`src/verilog/cpe_pkg.sv`:
```
`default_nettype none
// ==========================================================================
// Shared constants of the current and power calculation engine.
// ==========================================================================
package cpe_pkg;

  // ========================================================================
  // Register pointers, three bits wide, as carried in the pointer byte.
  // ========================================================================
  localparam logic [2:0] REG_OPERATING_SETTINGS = 3'h0;
  localparam logic [2:0] REG_SENSE_DROP_RESULT = 3'h1;
  localparam logic [2:0] REG_RAIL_VOLTAGE_RESULT = 3'h2;
  localparam logic [2:0] REG_POWER_RESULT = 3'h3;
  localparam logic [2:0] REG_CURRENT_RESULT = 3'h4;
  localparam logic [2:0] REG_SCALING_WORD = 3'h5;
  localparam int PTR_WIDTH = 3;

  // ========================================================================
  // Reset values and field positions.
  // ========================================================================
  localparam logic [15:0] SETTINGS_RESET = 16'h4127;
  localparam logic [15:0] SCALING_RESET = 16'h0000;
  localparam logic [15:0] RESULT_RESET = 16'h0000;
  localparam int SETTINGS_SOFT_RESET_BIT = 15;
  localparam int RAIL_SIGN_BIT = 15;

  // ========================================================================
  // Arithmetic constants of the two result equations.
  // ========================================================================
  localparam logic signed [33:0] CURRENT_DIVISOR = 34'sh800;
  localparam logic signed [33:0] POWER_DIVISOR = 34'sh4e20;
  localparam int POWER_TO_CURRENT_STEP_RATIO = 25;
  localparam real SCALING_NUMERATOR = 0.00512;
  localparam real RAIL_STEP_MV = 1.25;

  // ========================================================================
  // Serial link framing.
  // ========================================================================
  localparam logic [3:0] BITS_PER_BYTE = 4'h8;
  localparam logic [3:0] ACK_SEEN_MARK = 4'h9;

  typedef enum logic [2:0] {
    ST_IDLE,
    ST_ADDR,
    ST_ACK,
    ST_RX,
    ST_TX,
    ST_TXACK
  } cpe_state_t;

endpackage
`default_nettype wire

```
`src/verilog/cpe_engine.sv`:
```
`timescale 1ns/1ps
`default_nettype none
module cpe_engine
  import cpe_pkg::*;
#(
  parameter logic [6:0] DEV_ADDR = 7'h2a // Arbitrary serial address of this device.
) (
  input wire logic clk, // 100 MHz system clock.
  input wire logic reset, // Synchronous reset, active high.
  input wire logic scl_in, // Serial clock pin level.
  input wire logic sda_in, // Serial data pin level.
  output logic sda_out, // Serial data drive value, always low.
  output logic sda_oe_n, // Low while the device pulls data low.
  input wire logic sample_valid, // One-cycle strobe of a fresh converter pair.
  input wire logic [15:0] sense_drop_sample, // Signed sense drop conversion.
  input wire logic [15:0] rail_sample // Rail voltage conversion.
);

  // ========================================================================
  // Elaboration check.
  // ========================================================================
  if (DEV_ADDR < 7'h08 || DEV_ADDR > 7'h77) begin : g_addr_check
    $error("DEV_ADDR falls in a reserved serial address range.");
  end
  // Signed division that truncates toward zero and keeps the low word.
  function automatic logic [15:0] div_trunc(input logic signed [33:0] prod,
                                            input logic signed [33:0] divisor);
    logic signed [33:0] quo;
    quo = prod / divisor;
    return quo[15:0];
  endfunction

  // ========================================================================
  // Pin synchronisers.
  // ========================================================================
  logic [2:0] scl_sync_r, scl_sync_nxt, sda_sync_r, sda_sync_nxt;
  logic scl_f_r, scl_f_nxt, sda_f_r, sda_f_nxt;
  logic scl_prev_r, scl_prev_nxt, sda_prev_r, sda_prev_nxt;

  // A level is accepted only once the second and third stages agree, which
  // swallows single-cycle glitches on the slow pins.
  always_comb begin
    scl_sync_nxt = {scl_sync_r[1:0], scl_in};
    sda_sync_nxt = {sda_sync_r[1:0], sda_in};
    scl_f_nxt = (scl_sync_r[1] == scl_sync_r[2]) ? scl_sync_r[2] : scl_f_r;
    sda_f_nxt = (sda_sync_r[1] == sda_sync_r[2]) ? sda_sync_r[2] : sda_f_r;
    scl_prev_nxt = scl_f_r;
    sda_prev_nxt = sda_f_r;
  end

  // Idle bus is high on both lines, so reset to that level.
  always_ff @(posedge clk) begin
    if (reset) begin
      scl_sync_r <= 3'h7;
      sda_sync_r <= 3'h7;
      scl_f_r <= 1'b1;
      sda_f_r <= 1'b1;
      scl_prev_r <= 1'b1;
      sda_prev_r <= 1'b1;
    end else begin
      scl_sync_r <= scl_sync_nxt;
      sda_sync_r <= sda_sync_nxt;
      scl_f_r <= scl_f_nxt;
      sda_f_r <= sda_f_nxt;
      scl_prev_r <= scl_prev_nxt;
      sda_prev_r <= sda_prev_nxt;
    end
  end

  logic bus_start, bus_stop, scl_rise, scl_fall;
  // Framing events derived from the filtered levels only.
  assign bus_start = scl_f_r & sda_prev_r & ~sda_f_r;
  assign bus_stop = scl_f_r & ~sda_prev_r & sda_f_r;
  assign scl_rise = scl_f_r & ~scl_prev_r;
  assign scl_fall = ~scl_f_r & scl_prev_r;

  // ========================================================================
  // Result arithmetic.
  // ========================================================================
  logic [15:0] sense_drop_r, sense_drop_nxt, rail_voltage_r, rail_voltage_nxt;
  logic [15:0] current_r, current_nxt, power_r, power_nxt;
  logic cur_pend_r, cur_pend_nxt, pow_pend_r, pow_pend_nxt;
  logic [15:0] operating_settings_r, operating_settings_nxt, scaling_word_r, scaling_word_nxt;
  logic soft_rst_r, soft_rst_nxt;

  // Two-stage pipeline: current one cycle after capture, power the next, so
  // power uses the current computed from the same sample unless strobes arrive on back-to-back cycles.
  always_comb begin
    sense_drop_nxt = sense_drop_r;
    rail_voltage_nxt = rail_voltage_r;
    current_nxt = current_r;
    power_nxt = power_r;
    cur_pend_nxt = 1'b0;
    pow_pend_nxt = 1'b0;
    if (soft_rst_r) begin
      sense_drop_nxt = RESULT_RESET;
      rail_voltage_nxt = RESULT_RESET;
      current_nxt = RESULT_RESET;
      power_nxt = RESULT_RESET;
    end else begin
      if (sample_valid) begin
        sense_drop_nxt = sense_drop_sample;
        rail_voltage_nxt = rail_sample;
        rail_voltage_nxt[RAIL_SIGN_BIT] = 1'b0;
        cur_pend_nxt = 1'b1;
      end
      if (cur_pend_r) begin
        current_nxt = div_trunc(34'($signed(sense_drop_r) * $signed({1'b0, scaling_word_r})),
                                CURRENT_DIVISOR);
        pow_pend_nxt = 1'b1;
      end
      if (pow_pend_r) begin
        // The fixed divisor sets the power step at 25 current steps.
        power_nxt = div_trunc(34'($signed(current_r) * $signed({1'b0, rail_voltage_r})),
                              POWER_DIVISOR);
      end
      if (scaling_word_r == SCALING_RESET) begin
        current_nxt = RESULT_RESET;
        power_nxt = RESULT_RESET;
      end
    end
  end

  // Result registers and the pipeline markers.
  always_ff @(posedge clk) begin
    if (reset) begin
      sense_drop_r <= RESULT_RESET;
      rail_voltage_r <= RESULT_RESET;
      current_r <= RESULT_RESET;
      power_r <= RESULT_RESET;
      cur_pend_r <= 1'b0;
      pow_pend_r <= 1'b0;
    end else begin
      sense_drop_r <= sense_drop_nxt;
      rail_voltage_r <= rail_voltage_nxt;
      current_r <= current_nxt;
      power_r <= power_nxt;
      cur_pend_r <= cur_pend_nxt;
      pow_pend_r <= pow_pend_nxt;
    end
  end

  // Register read multiplexer; unmapped pointers read zero.
  function automatic logic [15:0] read_reg(input logic [PTR_WIDTH-1:0] ptr);
    case (ptr)
      REG_OPERATING_SETTINGS: return operating_settings_r;
      REG_SENSE_DROP_RESULT: return sense_drop_r;
      REG_RAIL_VOLTAGE_RESULT: return rail_voltage_r;
      REG_POWER_RESULT: return power_r;
      REG_CURRENT_RESULT: return current_r;
      REG_SCALING_WORD: return scaling_word_r;
      default: return 16'h0000;
    endcase
  endfunction

  // ========================================================================
  // Serial register port.
  // ========================================================================
  cpe_state_t state_r, state_nxt;
  logic [7:0] shift_r, shift_nxt, hold_r, hold_nxt;
  logic [15:0] tx_word_r, tx_word_nxt;
  logic [3:0] bit_cnt_r, bit_cnt_nxt;
  logic [1:0] byte_idx_r, byte_idx_nxt;
  logic [PTR_WIDTH-1:0] ptr_r, ptr_nxt;
  logic rd_r, rd_nxt, tx_lo_r, tx_lo_nxt, oe_n_r, oe_n_nxt;

  // Byte engine. Data is sampled on clock rise and driven after clock fall;
  // the filter delay keeps our data change well after the host's fall.
  always_comb begin
    state_nxt = state_r;
    shift_nxt = shift_r;
    hold_nxt = hold_r;
    tx_word_nxt = tx_word_r;
    bit_cnt_nxt = bit_cnt_r;
    byte_idx_nxt = byte_idx_r;
    ptr_nxt = ptr_r;
    rd_nxt = rd_r;
    tx_lo_nxt = tx_lo_r;
    oe_n_nxt = oe_n_r;
    operating_settings_nxt = operating_settings_r;
    scaling_word_nxt = scaling_word_r;
    soft_rst_nxt = 1'b0;
    if (bus_start) begin
      state_nxt = ST_ADDR;
      bit_cnt_nxt = 4'h0;
      byte_idx_nxt = 2'h0;
      oe_n_nxt = 1'b1;
    end else if (bus_stop) begin
      state_nxt = ST_IDLE;
      oe_n_nxt = 1'b1;
    end else begin
      case (state_r)
        ST_ADDR, ST_RX: begin
          if (scl_rise) begin
            shift_nxt = {shift_r[6:0], sda_f_r};
            bit_cnt_nxt = bit_cnt_r + 4'h1;
          end else if (scl_fall && bit_cnt_r == BITS_PER_BYTE) begin
            state_nxt = ST_ACK;
            oe_n_nxt = 1'b0;
            if (state_r == ST_ADDR) begin
              rd_nxt = shift_r[0];
              if (shift_r[7:1] != DEV_ADDR) begin
                state_nxt = ST_IDLE;
                oe_n_nxt = 1'b1;
              end
            end else begin
              // Pointer first, then high and low bytes of each word.
              byte_idx_nxt = (byte_idx_r == 2'h2) ? 2'h1 : byte_idx_r + 2'h1;
              case (byte_idx_r)
                2'h0: ptr_nxt = shift_r[PTR_WIDTH-1:0];
                2'h1: hold_nxt = shift_r;
                default: begin
                  if (ptr_r == REG_OPERATING_SETTINGS) begin
                    if (hold_r[SETTINGS_SOFT_RESET_BIT-8]) begin
                      operating_settings_nxt = SETTINGS_RESET;
                      scaling_word_nxt = SCALING_RESET;
                      soft_rst_nxt = 1'b1;
                    end else begin
                      operating_settings_nxt = {hold_r, shift_r};
                    end
                  end else if (ptr_r == REG_SCALING_WORD) begin
                    scaling_word_nxt = {hold_r, shift_r};
                  end
                end
              endcase
            end
          end
        end
        ST_ACK: begin
          if (scl_fall) begin
            bit_cnt_nxt = 4'h0;
            oe_n_nxt = 1'b1;
            state_nxt = ST_RX;
            if (rd_r) begin
              tx_word_nxt = read_reg(ptr_r);
              shift_nxt = tx_word_nxt[15:8];
              tx_lo_nxt = 1'b1;
              oe_n_nxt = shift_nxt[7];
              state_nxt = ST_TX;
            end
          end
        end
        ST_TX: begin
          if (scl_rise) begin
            bit_cnt_nxt = bit_cnt_r + 4'h1;
          end else if (scl_fall) begin
            if (bit_cnt_r == BITS_PER_BYTE) begin
              oe_n_nxt = 1'b1;
              state_nxt = ST_TXACK;
            end else begin
              shift_nxt = {shift_r[6:0], 1'b0};
              oe_n_nxt = shift_r[6];
            end
          end
        end
        ST_TXACK: begin
          if (scl_rise) begin
            // A not-acknowledge ends the read; wait for stop or start.
            state_nxt = sda_f_r ? ST_IDLE : ST_TXACK;
            bit_cnt_nxt = ACK_SEEN_MARK;
          end else if (scl_fall && bit_cnt_r == ACK_SEEN_MARK) begin
            if (tx_lo_r) begin
              shift_nxt = tx_word_r[7:0];
              tx_lo_nxt = 1'b0;
            end else begin
              tx_word_nxt = read_reg(ptr_r);
              shift_nxt = tx_word_nxt[15:8];
              tx_lo_nxt = 1'b1;
            end
            oe_n_nxt = shift_nxt[7];
            bit_cnt_nxt = 4'h0;
            state_nxt = ST_TX;
          end
        end
        default: begin
          oe_n_nxt = 1'b1;
        end
      endcase
    end
  end

  // The pointer survives a stop so a later read can reuse it.
  always_ff @(posedge clk) begin
    if (reset) begin
      state_r <= ST_IDLE;
      shift_r <= 8'h00;
      hold_r <= 8'h00;
      tx_word_r <= 16'h0000;
      bit_cnt_r <= 4'h0;
      byte_idx_r <= 2'h0;
      ptr_r <= REG_OPERATING_SETTINGS;
      rd_r <= 1'b0;
      tx_lo_r <= 1'b0;
      oe_n_r <= 1'b1;
      operating_settings_r <= SETTINGS_RESET;
      scaling_word_r <= SCALING_RESET;
      soft_rst_r <= 1'b0;
    end else begin
      state_r <= state_nxt;
      shift_r <= shift_nxt;
      hold_r <= hold_nxt;
      tx_word_r <= tx_word_nxt;
      bit_cnt_r <= bit_cnt_nxt;
      byte_idx_r <= byte_idx_nxt;
      ptr_r <= ptr_nxt;
      rd_r <= rd_nxt;
      tx_lo_r <= tx_lo_nxt;
      oe_n_r <= oe_n_nxt;
      operating_settings_r <= operating_settings_nxt;
      scaling_word_r <= scaling_word_nxt;
      soft_rst_r <= soft_rst_nxt;
    end
  end

  // Open-drain pin: the data value is a constant low held in a flop.
  logic sda_out_r;
  always_ff @(posedge clk) begin
    sda_out_r <= 1'b0;
  end
  assign sda_out = sda_out_r;
  assign sda_oe_n = oe_n_r;

endmodule
`default_nettype wire

```
`config.mk`:
```
export PLATFORM = sky130hd
export DESIGN_NAME = cpe_engine
export DESIGN_NICKNAME = d
export VERILOG_FILES = /design/src/verilog/cpe_pkg.sv /design/src/verilog/cpe_engine.sv
export SDC_FILE = /design/constraint.sdc
export NUM_CORES = 2
export LEC_CHECK = 0
export BUFFER_PORTS_ARGS = -buffer_cell sky130_fd_sc_hd__buf_4
export CAP_MARGIN = 10
export CORE_UTILIZATION = 45
export DETAILED_ROUTE_END_ITERATION = 6
export GPL_ROUTABILITY_DRIVEN = 0
export PLACE_DENSITY = 0.61
export RECOVER_POWER = 50
export SLEW_MARGIN = 10
export SYNTH_ARGS = -nofsm -noshare
export SYNTH_HDL_FRONTEND = slang
export SYNTH_SLANG_ARGS = --single-unit
```
`constraint.sdc`:
```
create_clock -name clk -period 40.6 [get_ports clk]
set_input_delay 8.12 -clock clk [delete_from_list [all_inputs] [get_ports clk]]
set_output_delay 8.12 -clock clk [all_outputs]
set_load 0.03 [all_outputs]
```
==> flow_summary.json <==
{
  "track_usage": 0.250,
  "start_kind": "register",
  "setup_viol": 0,
  "dieHeight_um": 273,
  "crit_type": "register to register",
  "fin_nets": 4648,
  "peakVddDrop_mv": 0.0339,
  "dieArea_um2": 74700,
  "clockBufferDepth": 2,
  "netlist_instances": 4080,
  "fin_crit_sh": 0.660,
  "switchingPower_mw": 0.136,
  "critical_path.max_fanout": 25,
  "num_rows": 99,
  "hpwl_um": 71700,
  "met2_length_um": 42600,
  "clkPwrFrac": 0.426,
  "io_buffers": 36,
  "route.detailed.wl_per_inst_um": 18.7,
  "critPathBufInv": 3,
  "syn-num-nets": 4768,
  "slowest_delay_ps": 930,
  "worst_pin_slew_ps": 3290,
  "crit_required_ps": 40930,
  "drv_cap": 2,
  "tns_ps": 0,
  "crit_path_end_kind": "register",
  "status": "complete, but fails checks",
  "cts_tree": "done",
  "die_w_um": 273,
  "dr.pass1.iters": 6,
  "clkSinkCount": 146,
  "n_antenna_cell": 0,
  "switching_share": 0.321,
  "power_leakage_nw": 15.8,
  "wl_met1_um": 43200,
  "cts_hold_buf": 0,
  "drc": 0,
  "initial_utilization": 0.455,
  "fp.coreArea_um2": 72800,
  "place_inst": 4900,
  "synth_edf_count": 0,
  "cpLargestDelayFamily": "compound AO/OA/AOI/OAI gates",
  "slew_headroom": -1.19,
  "arrival_ps": 27140,
  "dr_total_vias": 28300,
  "p_int_mw": 0.287,
  "r2r_cells": 75,
  "cts-resized-gates": 0,
  "rsz0062_at_grt": "false",
  "path_clk_slew_ps": 70,
  "cp.depth": 75,
  "synthFlopType": "dfxtp_1",
  "synthArstFlopShare": 0,
  "grt_pass1_vias": 28100,
  "power_density_nw_per_um2": 12.2,
  "ys_ff_latch": 146,
  "antenna_left": 0,
  "cts_setup_buffers": 0,
  "grt.overflow.total": 0,
  "grt_max_degree": 73,
  "crit_path_top_delay_cell": "dfxtp_1",
  "synth-seq-area-share": 0.0883,
  "htree_num_levels": 4,
  "combinationalPowerShare": 0.171,
  "drive_gt1_frac": 0.0589,
  "hold_viol": 0,
  "drv_slew": 108,
  "post-route-min-period_ps": 26810,
  "sequentialPowerShare": 0.403,
  "antenna_found_initial": 1,
  "vias_per_cell": 5.75,
  "avgSynthCellArea_um2": 8.12,
  "fmax_mhz": 37.3,
  "ys_types": 134,
  "final_cells": 4932,
  "netlist_area_um2": 33100,
  "holdPathStages": 1,
  "synth_warnings": 0,
  "cp_common_cell": "fa_1",
  "cts_buffers": 17,
  "grt_pass1_wl_um": 151000,
  "dr_wl_met3_um": 4650,
  "nFillCells": 7208,
  "highest_layer": "met5",
  "syn_to_final_growth_pct": 4.62,
  "floorplan.io_pins": 39,
  "postRouteWirelength_um": 92000,
  "violations": "capacitance limit, slew limit",
  "drt_iter0_markers": 2281,
  "min_path_type": "register to register",
  "skew_ps": 17.2,
  "clock_latency_ps": 450,
  "root_buffer": "clkbuf_16"
}
## cell usage in the layout, fill, tap and decap left out, types with 14 or more instances in the layout
master,count
mux2i_1,100
nand4_1,21
o21ai_1,26
o22ai_1,35
mux2_2,15
nor4_1,24
dfxtp_1,145
a211oi_1,53
nand3_1,78
a31oi_1,34
clkbuf_16,17
inv_1,577
xnor2_1,123
xor2_1,46
o21bai_1,35
nand2b_1,36
nand2_1,441
nor2_1,273
and3_1,30
buf_4,70
ha_1,211
nor2b_1,23
o31ai_1,21
nor3b_1,17
or3_1,21
a21o_1,21
and4_1,19
o211ai_1,28
o21ai_0,72
fa_1,440
nor3_1,74
o31a_1,14
a21oi_1,207
o21a_1,26
and2_1,238
or2_2,22
a211o_1,15
## worst register-to-register path: cells and delay by family, from the launching register on
kind	cells	cell delay, ps
compound gates	32	11350
simple gates	21	6350
fa+ha+maj	9	4560
xor+xnor	6	1800
mux	4	1320
flops	1	930
buf+inv	3	380
## layout make-up
cell class,count,area (um^2),share of cell area
multi-input cells,3144,27200,0.784
flip-flops and latches,146,2920,0.0844
inverters,579,2170,0.0627
well taps,959,1200,0.0346
repair buffers,72,533,0.0154
clock buffers,20,457,0.0132
clock inverters,12,195,0.00563
## sequential cells by signal, indices dropped and copies added (netlist names), 4 cells and up
register	flops
current_r	16
sense_drop_r	16
power_r	16
hold_r	8
bit_cnt_r	4
tx_word_r	8
operating_settings_r	15
rail_voltage_r	15
scaling_word_r	16
shift_r	8
## logic make-up (layout without fill, tap and decap cells)
kind of cell / after synthesis / after routing / share of synthesized area
AND/OR/NAND/NOR: 1386 / 1386 / 0.210
AO/OA/AOI/OAI: 799 / 799 / 0.173
buffers and inverters: 790 / 683 / 0.0919
adder cells (fa/ha/maj): 660 / 660 / 0.348
XOR/XNOR: 176 / 176 / 0.0482
flip-flops: 146 / 146 / 0.0883
multiplexers: 122 / 122 / 0.0393
other: 1 / 1 / 0.000113
## cells in the mapped netlist (24+ instances only)
cell / instances / area [um^2]
a211oi_1: 53 / 398
a21oi_1: 207 / 1040
a31oi_1: 34 / 213
and2_1: 238 / 1490
and3_1: 30 / 188
buf_2: 27 / 135
clkbuf_1: 166 / 623
dfxtp_1: 146 / 2920
fa_1: 440 / 8810
ha_1: 211 / 2640
inv_1: 577 / 2170
mux2i_1: 100 / 1000
nand2_1: 441 / 1660
nand2b_1: 36 / 225
nand3_1: 78 / 390
nor2_1: 273 / 1020
nor3_1: 74 / 370
nor4_1: 24 / 150
o211ai_1: 28 / 210
o21a_1: 26 / 195
o21ai_0: 72 / 360
o21ai_1: 26 / 130
o21bai_1: 35 / 263
o22ai_1: 35 / 219
xnor2_1: 124 / 1090
xor2_1: 47 / 412
## worst paths after layout
| kind | slack, ps | startpoint | endpoint |
|---|---|---|---|
| worst max register to register | 13790 | rail_voltage_r[2] | power_r[12] |
| worst min register to register | 420 | sda_sync_r[0] | sda_sync_r[1] |
| worst max-delay path | 13790 | rail_voltage_r[2] | power_r[12] |
| worst min-delay path | 420 | sda_sync_r[0] | sda_sync_r[1] |
## power groups by stage
stage	clock network [mW]	logic, mW	registers [mW]
2_1_floorplan	0	0.0601	0.158
3_3_place_gp	0	0.0711	0.173
3_5_place_dp	0	0.0715	0.173
4_1_cts	0.182	0.0720	0.170
5_1_grt	0.188	0.0806	0.171
6_report	0.180	0.0721	0.170
## through the flow
step	hold slack [ps]	setup slack [ps]	power, mW	util	area (um^2)
4_1_cts	419	14180	0.423	0.476	34700
3_5_place_dp	405	14230	0.244	0.467	34000
5_1_grt	425	12130	0.439	0.476	34600
2_1_floorplan	389	19240	0.218	-	33100
3_3_place_gp	394	14300	0.244	0.467	34000
6_report	415	13790	0.422	0.476	34600
## layer usage
layer | global-route usage | up-vias
li1 | - | 13400
met1 | 0.353 | 14000
met2 | 0.414 | 750
met3 | 0.0219 | 95
met4 | 0.0548 | 2
met5 | 0 | -
Power figures use the tool's default switching activity.
